`src/logic/sterp_pkg.sv`:
```
// Package for the status event reporting block: register layout,
// bit positions, reset values and command codes.
// Assumes a single 25 MHz system clock and a command decoder upstream.
package sterp_pkg;
    // Register width and reset value
    localparam int unsigned REG_W = 8;
    localparam logic [7:0] RST_ZERO = 8'h00;
    // Standard event bit positions
    localparam int unsigned BIT_POWER_UP  = 7;
    localparam int unsigned BIT_CMD_FAULT = 5;
    localparam int unsigned BIT_RUN_FAULT = 4;
    localparam int unsigned BIT_QRY_FAULT = 2;
    localparam int unsigned BIT_OPS_DONE  = 0;
    // Bits that can ever be set in the standard event latch
    localparam logic [7:0] STD_USED_MASK = 8'hB5;
    // Status byte positions
    localparam int unsigned SB_EVENT_SUM = 5;
    localparam int unsigned SB_OPER_SUM  = 7;
    // Decimal response: up to three digits, each 4-bit BCD
    localparam int unsigned DEC_DIGITS = 3;
    // Register selectors for queries and writes
    typedef enum logic [2:0] {
        SEL_STD_EVENT  = 3'h0,
        SEL_STD_ENABLE = 3'h1,
        SEL_OPR_EVENT  = 3'h2,
        SEL_OPR_ENABLE = 3'h3,
        SEL_OPR_COND   = 3'h4,
        SEL_SRQ_ENABLE = 3'h5,
        SEL_STAT_BYTE  = 3'h6
    } sterp_sel_t;
    // Answer sequencer states
    typedef enum logic [1:0] {
        ST_IDLE  = 2'b01,
        ST_REPLY = 2'b10
    } sterp_state_t;
endpackage : sterp_pkg
```
`src/logic/sterp_core.sv`:
```
// Status event reporting core: standard and operation event sets, their
// enables, the status byte and decimal-weighted query answers.
// Assumes commands arrive as one-cycle strobes from a decoder in clk_sys_i.
`timescale 1ns/1ps
`default_nettype none
module sterp_core
    import sterp_pkg::*;
(
    // Clock and reset
    input  wire logic        clk_sys_i,
    input  wire logic        nrst_i,
    // Event sources
    input  wire logic        command_fault_flag_i,
    input  wire logic        run_fault_flag_i,
    input  wire logic        query_fault_flag_i,
    input  wire logic        ops_pending_i,
    input  wire logic [7:0]  oper_cond_i,
    input  wire logic        msg_avail_i,
    // Command strobes
    input  wire logic        clear_status_i,
    input  wire logic        ops_done_cmd_i,
    input  wire logic        query_i,
    input  wire logic        write_i,
    input  wire logic [2:0]  sel_i,
    input  wire logic [7:0]  wdata_i,
    // Answers
    output logic             reply_valid_o,
    output logic [7:0]       reply_bin_o,
    output logic [11:0]      reply_dec_o,
    output logic [7:0]       std_event_latch_o,
    output logic [7:0]       status_byte_o,
    output logic             event_summary_bit_o,
    output logic             oper_summary_o
);
    typedef struct packed {
        sterp_state_t state;
        logic [7:0]   std_event_latch;
        logic [7:0]   std_enable;
        logic [7:0]   opr_event;
        logic [7:0]   opr_enable;
        logic [7:0]   srq_enable;
        logic [7:0]   opr_cond_q;
        logic         power_up_pend;
        logic         ops_armed;
        logic [7:0]   reply_bin;
        logic [11:0]  reply_dec;
    } sterp_regs_t;

    sterp_regs_t r;
    sterp_regs_t next_r;

    // Binary to three BCD digits by double dabble
    function automatic logic [11:0] to_decimal(input logic [7:0] v);
        logic [19:0] acc;
        acc = {12'h000, v};
        for (int i = 0; i < 8; i++) begin
            if (acc[11:8] > 4'h4) begin
                acc[11:8] = acc[11:8] + 4'h3;
            end
            if (acc[15:12] > 4'h4) begin
                acc[15:12] = acc[15:12] + 4'h3;
            end
            if (acc[19:16] > 4'h4) begin
                acc[19:16] = acc[19:16] + 4'h3;
            end
            acc = {acc[18:0], 1'b0};
        end
        return acc[19:8];
    endfunction : to_decimal

    logic       std_sum;
    logic       opr_sum;
    logic [7:0] stat_byte;
    logic [7:0] std_set;
    logic [7:0] opr_rise;
    logic       rd_std;

    // Summaries are combinational so they fall with their event register
    assign std_sum = |(r.std_event_latch & r.std_enable & STD_USED_MASK);
    assign opr_sum = |(r.opr_event & r.opr_enable);
    always_comb begin
        stat_byte = RST_ZERO;
        stat_byte[SB_OPER_SUM] = opr_sum;
        stat_byte[SB_EVENT_SUM] = std_sum;
        stat_byte[4] = msg_avail_i;
        stat_byte[6] = |({opr_sum, 1'b0, std_sum, msg_avail_i, 4'h0} & r.srq_enable);
    end

    assign rd_std = query_i && (sel_i == SEL_STD_EVENT);
    assign opr_rise = oper_cond_i & ~r.opr_cond_q;

    always_comb begin
        std_set = RST_ZERO;
        std_set[BIT_POWER_UP]  = r.power_up_pend;
        std_set[BIT_CMD_FAULT] = command_fault_flag_i;
        std_set[BIT_RUN_FAULT] = run_fault_flag_i;
        std_set[BIT_QRY_FAULT] = query_fault_flag_i;
        std_set[BIT_OPS_DONE]  = r.ops_armed && !ops_pending_i;
    end

    always_comb begin
        next_r = r;
        next_r.opr_cond_q = oper_cond_i;
        next_r.power_up_pend = 1'b0;
        next_r.state = ST_IDLE;
        // Arming survives queries; the query form of complete never touches it
        if (ops_done_cmd_i) begin
            next_r.ops_armed = 1'b1;
        end else if (r.ops_armed && !ops_pending_i) begin
            next_r.ops_armed = 1'b0;
        end
        // Clears first, then sets, so an event in the clear cycle is kept
        if (clear_status_i) begin
            next_r.std_event_latch = RST_ZERO;
            next_r.opr_event = RST_ZERO;
        end else if (rd_std) begin
            next_r.std_event_latch = RST_ZERO;
        end
        next_r.std_event_latch = next_r.std_event_latch | (std_set & STD_USED_MASK);
        next_r.opr_event = next_r.opr_event | opr_rise;
        // Only enable registers take writes; zero clears them
        if (write_i) begin
            if (sel_i == SEL_STD_ENABLE) begin
                next_r.std_enable = wdata_i;
            end else if (sel_i == SEL_OPR_ENABLE) begin
                next_r.opr_enable = wdata_i;
            end else if (sel_i == SEL_SRQ_ENABLE) begin
                next_r.srq_enable = wdata_i & 8'hBF;
            end
        end
        if (query_i) begin
            next_r.state = ST_REPLY;
            if (sel_i == SEL_STD_EVENT) begin
                next_r.reply_bin = r.std_event_latch & STD_USED_MASK;
            end else if (sel_i == SEL_STD_ENABLE) begin
                next_r.reply_bin = r.std_enable;
            end else if (sel_i == SEL_OPR_EVENT) begin
                next_r.reply_bin = r.opr_event;
            end else if (sel_i == SEL_OPR_ENABLE) begin
                next_r.reply_bin = r.opr_enable;
            end else if (sel_i == SEL_OPR_COND) begin
                next_r.reply_bin = oper_cond_i;
            end else if (sel_i == SEL_SRQ_ENABLE) begin
                next_r.reply_bin = r.srq_enable;
            end else if (sel_i == SEL_STAT_BYTE) begin
                next_r.reply_bin = stat_byte;
            end else begin
                next_r.reply_bin = RST_ZERO;
            end
            next_r.reply_dec = to_decimal(next_r.reply_bin);
        end
    end

    // Power-up flag pends one cycle after release to mark the off-on edge
    always_ff @(posedge clk_sys_i or negedge nrst_i) begin
        if (!nrst_i) begin
            r.state           <= ST_IDLE;
            r.std_event_latch <= RST_ZERO;
            r.std_enable      <= RST_ZERO;
            r.opr_event       <= RST_ZERO;
            r.opr_enable      <= RST_ZERO;
            r.srq_enable      <= RST_ZERO;
            r.opr_cond_q      <= RST_ZERO;
            r.power_up_pend   <= 1'b1;
            r.ops_armed       <= 1'b0;
            r.reply_bin       <= RST_ZERO;
            r.reply_dec       <= 12'h000;
        end else begin
            r <= next_r;
        end
    end

    assign reply_valid_o       = (r.state == ST_REPLY);
    assign reply_bin_o         = r.reply_bin;
    assign reply_dec_o         = r.reply_dec;
    assign std_event_latch_o   = r.std_event_latch;
    assign status_byte_o       = stat_byte;
    assign event_summary_bit_o = std_sum;
    assign oper_summary_o      = opr_sum;

    // Per-bit checks; used and unused bits need opposite guarantees
    for (genvar g = 0; g < REG_W; g++) begin : g_bit_chk
        if (STD_USED_MASK[g]) begin : g_used

        end else begin : g_unused

        end
    end
endmodule : sterp_core
`default_nettype wire

```
`config.mk`:
```
export PLATFORM = sky130hd
export DESIGN_NAME = sterp_core
export DESIGN_NICKNAME = d
export VERILOG_FILES = /design/src/logic/sterp_pkg.sv /design/src/logic/sterp_core.sv
export SDC_FILE = /design/constraint.sdc
export NUM_CORES = 1
export LEC_CHECK = 0
export ABC_AREA = 0
export BUFFER_PORTS_ARGS = -buffer_cell sky130_fd_sc_hd__buf_2
export CAP_MARGIN = 20
export CORE_ASPECT_RATIO = 0.75
export CORE_MARGIN = 10
export CORE_UTILIZATION = 40
export CTS_CLUSTER_DIAMETER = 30
export DETAILED_ROUTE_END_ITERATION = 8
export RECOVER_POWER = 25
export SETUP_SLACK_MARGIN = 0.02
export SLEW_MARGIN = 20
export SYNTH_ARGS = -nofsm -noshare
export SYNTH_HDL_FRONTEND = slang
export SYNTH_SLANG_ARGS = --single-unit
```
`constraint.sdc`:
```
create_clock -name clk_sys_i -period 11 [get_ports clk_sys_i]
set_input_delay 1.65 -clock clk_sys_i [delete_from_list [all_inputs] [get_ports clk_sys_i]]
set_output_delay 1.65 -clock clk_sys_i [all_outputs]
set_load 0.05 [all_outputs]
```
# Yosys cells after proc, flatten, opt, wreduce, memory -nomap -nowiden
# Cells that the tools add are included.
op_classes:
  n_addsub: 7
  n_lt_le_gt_ge: 7
  eq_ne: 7
  mux: 26
  n_bitwise: 9
  n_reduce_logical: 11
op_table:
  columns: ["op", "n"]
  rows:
  - ["$mux W8", 11]
  - ["$mux W4", 12]
  - ["$and A8 B8 Y8", 4]
  - ["$add A4 B2 Y4 const B", 5]
  - ["$gt A4 B3 Y1 const B", 5]
  - ["$or A8 B8 Y8", 2]
  - ["$reduce_or A8 Y1", 2]
  - ["$eq A3 B3 Y1 const B", 3]
  - ["$add A3 B2 Y4 const B", 2]
  - ["$not A8 Y8", 1]
  - ["$eq A3 B2 Y1 const B", 2]
  - ["$gt A3 B3 Y1 const B", 2]
  - ["$reduce_or A5 Y1", 1]
  - ["$reduce_and A4 Y1", 1]
  - ["$eq A3 B1 Y1 const B", 1]
  - ["$logic_not A3 Y1", 1]
  - ["$reduce_and A3 Y1", 1]
  - ["$eq A2 B2 Y1 const B", 1]
  - ["$logic_and A1 B1 Y1", 2]
  - ["$mux W1", 2]
  - ["$mux W2", 1]
  - ["$not A1 Y1", 2]
  - ["$reduce_and A2 Y1", 1]
  - ["$reduce_bool A2 Y1", 1]
  - ["$logic_not A1 Y1", 1]
word_totals:
  reg_bits: 69
  input_bits: 30

# Logic depth before layout (Yosys ltp)
logic_depth:
  ltp_word: 26
  mapped_depth: 27
  ltp_nobuf: 24

# Worst setup path before layout
# Ideal clock, no wire load.
synth_path:
  kind: "input-to-reg"
  startpoint: "input port sel_i[0]"
  endpoint: "register r, in the netlist reply_dec_o[4]"
  setup_time_ps: 82
  arrival_ps: 7351
  path_slack_ps: 3567
  cell_stages: 25
  cell_sequence: "buf_2 buf_1 clkbuf_1 mux4_2 nand2_1 o21ai_0 ha_1 nor3_1 or2_2 ha_1 or3b_2 a211o_1 and2_0 clkbuf_2 and3_1 a21oi_1 ha_1 clkbuf_1 nor2_1 a22o_1 or3_1 and2_1 ha_1 or4_1 a31oi_1"
synth_between:
  elab_chain_len: 23
  elab_cells_between_ends: 34
  classes_between: "add/sub: 5; order compare: 5; eq/ne: 6; mux: 17; reduce/logical: 1"
synth_lines:
  columns: ["item", "line_no", "source"]
  rows:
  - ["from (decl)", "sterp_core.sv:24", "input wire logic [2:0] sel_i,"]
  - ["$eq A3 B3 Y1", "sterp_core.sv:145", "end else if (sel_i == SEL_STAT_BYTE) begin"]
  - ["$mux W8", "sterp_core.sv:145", null]
  - ["$mux W8", "sterp_core.sv:143", "end else if (sel_i == SEL_SRQ_ENABLE) begin"]
  - ["$mux W8", "sterp_core.sv:141", "end else if (sel_i == SEL_OPR_COND) begin"]
  - ["$mux W8", "sterp_core.sv:139", "end else if (sel_i == SEL_OPR_ENABLE) begin"]
  - ["$mux W8", "sterp_core.sv:137", "end else if (sel_i == SEL_OPR_EVENT) begin"]
  - ["$mux W8", "sterp_core.sv:135", "end else if (sel_i == SEL_STD_ENABLE) begin"]
  - ["$mux W8 (*)", "sterp_core.sv:133", "if (sel_i == SEL_STD_EVENT) begin"]
  - ["(+7 left out)", null, null]
  - ["$add A4 B2 Y4 or $gt A4 B3 Y1 (tied branches)", "sterp_core.sv:58, sterp_core.sv:57", null]
  - ["$mux W4", "sterp_core.sv:57", "if (acc[11:8] > 4'h4) begin"]
  - ["$mux W4", "sterp_core.sv:131", "if (query_i) begin"]
  - ["$gt A4 B3 Y1 or $add A4 B2 Y4 (tied branches)", "sterp_core.sv:57, sterp_core.sv:58", null]
  - ["$mux W4", "sterp_core.sv:57", null]
  - ["$mux W4", "sterp_core.sv:131", null]
  - ["$add A4 B2 Y4 or $gt A4 B3 Y1 (tied branches)", "sterp_core.sv:58, sterp_core.sv:57", null]
  - ["$mux W4 (*)", "sterp_core.sv:57", null]
  - ["to (signal assigned)", "sterp_core.sv:169", "r <= next_r;"]
  - ["to (decl)", "sterp_core.sv:49", "sterp_regs_t r;"]
# Every way passes the cells marked *; elsewhere a longest branch is shown, timed or not. The select of a mux whose other input is x is not followed.
# A chain may end at the register's enable or synchronous reset.

# Worst setup path in the final report
# Same ends and word-level chain as after synthesis.

==> summary.md <==
| Metric | Value |
|---|---|
| Largest net degree at the start of global routing | 66 |
| Reg2reg setup slack | 4370 ps |
| Worst r2r src | std_event_latch_o[0] |
| Total Negative Setup Slacks | 0 ps |
| Ant diodes | 0 |
| Critical path's top delay family | simple AND/OR/NAND/NOR gates |
| Core Region | between 0.009 and 0.01 mm2 |
| Ys Warns | 0 |
| Critical Path Fanout Max | 33 |
| Hold endpoint | r[49] |
| CP Capture Type | flip-flop |
| Lkg Pwr | 1.95 nW |
| Die area | about 0.014 mm2 |
| Fmax | between 100 and 150 MHz |
| Required @ worst endpoint | 11240 ps |
| Top_reg_cell synth | dfrtp_1 |
| Drt total wl | roughly 9700 um |
| Worst Hold Depth | 1 |
| Vias | 3011 |
| Worst hold path type | flip-flop to flip-flop |
| Postcts setup bufs | 0 |
| Mean area per synthesized cell | 9.92 um2 |
| WP data arrival | slightly below 8000 ps |
| Final Setup Violations | 0 |
| Pins Over Slew Limit | 66 |
| Gates resized, CTS repair | 0 |
| Max Cap Violations | 1 |
| #FFs+latches synth | 65 |
| Fill cell count | 945 |
| I/O pin count | 69 |
| Critical path's slowest cell | or4_1 |
| Distinct cells, synth | 67 |
| R2r endpoint | reply_dec_o[4] |
| Vias per cell | 5.35 |
| Hold Slack | 423 ps |
| RD Place Congestion | 0.901 |
| Mapped Cells | 398 |
| Gr usage total | ~14% |
| Failing checks | max-capacitance violations, max-slew violations |
| Area of the multi-input gates | 0.00193 mm2 |
| Final Net Count | between 400 and 500 |
| H-tree depth | 3 |
| Number of antenna-violating nets in the routed design | 0 |
| TritonCTS clock tree | done |
| Cell Chain, Critical Path | buf_2 -> mux2_2 -> a22oi_1 -> o32ai_1 -> a31oi_4 -> nand2_1 -> ha_1 -> nor3_1 -> or2_2 -> ha_1 -> or3b_2 -> a211o_1 -> and2_0 -> and3_1 -> a21oi_1 -> ha_1 -> nor2_1 -> a22o_1 -> or3_1 -> and2_1 -> ha_1 -> or4_1 -> a31oi_1 |
| Sequential cell area | 0.00163 mm2 |
| Worst path most repeated cell | ha_1 |
| Clock period minus worst slack | 7660 ps |
| IO buf count | 59 |
| CTS Root Cell | clkbuf_16 |
| Peak supply drop | ~0.000076 V |
| Area added between synthesis and finish | 11.0% |
| Most frequent cells in the layout | dfrtp_1, buf_2, mux2_2 |
| Row cnt | 31 |
| Number of enable flip-flop cells after synthesis | 0 |
| 1st-iter DRT viols | 171 |
| DIE HEIGHT | 106 um |
| Worst-skew pair later-pin latency | 330 ps |
| Power per standard cell area | 222 mW/mm2 |
| Clock tree buffer depth | 2 |
| DRC | 0 |
| Placed cell count | 547 |
| Reg clk slew, reported paths | 50 ps |
| Min-delay src | r[25] |
| Synthesized area | ~0.0039 mm2 |
| CTS Sinks | 65 |
| Critical path type | input pin to flip-flop |
| Post-route cell area | 0.00438 mm2 |
| Cts hold-fix bufs | 0 |
| Uppermost layer routed | met5 |
| WL met3 | 750 um |
| Drt pass-1 iters | 5 |
| Nature of the critical path startpoint | input pin |
| Fin crit share | between 60 and 70% |
| Hold Violations, Final | 0 |
| Dpl cell area | 0.00412 mm2 |
| GRT overflow | 0 |
| Most common cell after layout, fill and taps aside | dfrtp_1 |
| Synth async-reset ratio | 100% |
| Fin cells | between 500 and 600 |
| Power Total | ~0.97 mW |
| Initial antenna violation count | 1 |
| First-pass GRT wire length | 15900 um |
| Slew Limit Headroom | -134% |
| CTS buffer count | 9 |
| CP peak stage delay | 520 ps |
| Met2 WL | 3910 um |
| WL met1 | 4900 um |
| Starting Density | 40.9% |
| FF-to-FF path depth | 22 |
| Layout cells sized above 1 | 26.7% |
| Sequential share of the synthesized area | slightly above 40% |
| Slew @ Worst Pin | 3510 ps |
| DR WL/cell | 17.2 um |
| Vias in the first global route | 2950 |
| Clock skew | 6.77 ps |
| Die X | 135 um |
| RSZ-0062 raised after global routing | no |
| Status | complete, but fails checks |
| Hpwl dp | between 7000 and 8000 um |
| WP buf/inv | 1 |
[sequential cells by signal (all words and copies together), names as in the netlist]
name,cells
r,43
reply_bin_o,8
reply_dec_o,9
std_event_latch_o,5
[layer usage]
layer / global-route usage [%] / up-vias
met4: 4.65 / 2
li1: - / 1460
met3: 4.89 / 12
met2: 18.2 / 91
met5: 0 / -
met1: 19.9 / 1446
[worst max path at each step]
stage	from	end	depth (start not counted)
4_1_cts	sel_i[0]	reply_dec_o[4]	23
2_1_floorplan	sel_i[0]	reply_dec_o[4]	25
3_3_place_gp	sel_i[0]	reply_dec_o[3]	23
3_5_place_dp	sel_i[0]	reply_dec_o[4]	23
6_report	sel_i[0]	reply_dec_o[4]	23
5_1_grt	sel_i[0]	reply_dec_o[4]	23
[cell type report]
type | instances | share of cell area, %
clock inverter | 5 | 0.742
timing repair buffer | 61 | 6.71
clock buffer | 11 | 5.54
tap | 132 | 3.77
multi-input combinational | 266 | 44.1
inverter | 23 | 1.97
sequential | 65 | 37.2
[cells by family after synthesis]
family / after synthesis / share of synthesized area [%]
multiplexers: 46 / 13.8
AO/OA/AOI/OAI: 105 / 19.0
other: 1 / 0.0950
flip-flops: 65 / 41.3
XOR/XNOR: 2 / 0.444
AND/OR/NAND/NOR: 95 / 12.3
buffers and inverters: 76 / 10.7
adder cells (fa/ha/maj): 8 / 2.47
[where the power goes]
part	switching (mW)	leakage (nW)	internal [mW]
logic	0.257	1.05	0.142
registers	0.0290	0.773	0.282
clock network	0.103	0.128	0.158
total	0.389	1.95	0.582
[through the flow]
stage	setup WS [ps]	utilization (%)
final	3340	45.4
after CTS	3420	45.5
after global placement	3320	42.7
after floorplan	3570	-
after detailed placement	3090	42.7
after global routing	2820	45.4
[cells in the mapped netlist, types with 4 or more instances]
cell type  number  area share (%)
a211oi_1        6             1.1
a21o_1          7             1.3
a21oi_1        22             2.8
a22oi_1         9             1.7
a31oi_1         4            0.63
and2_1          4            0.63
buf_4          35             6.7
clkbuf_1       11             1.0
dfrtp_1        63              40
ha_1            7             2.2
inv_1          22             2.1
mux2_2         32             9.1
mux2i_1        10             2.5
nand2_1        20             1.9
nand2b_1        4            0.63
nand3_1         5            0.63
nor2_1         27             2.6
nor2b_1         7             1.1
nor3_1          6            0.76
o21ai_0        14             1.8
o22ai_1        11             1.7
No activity file was read; power rests on OpenSTA's default activity.
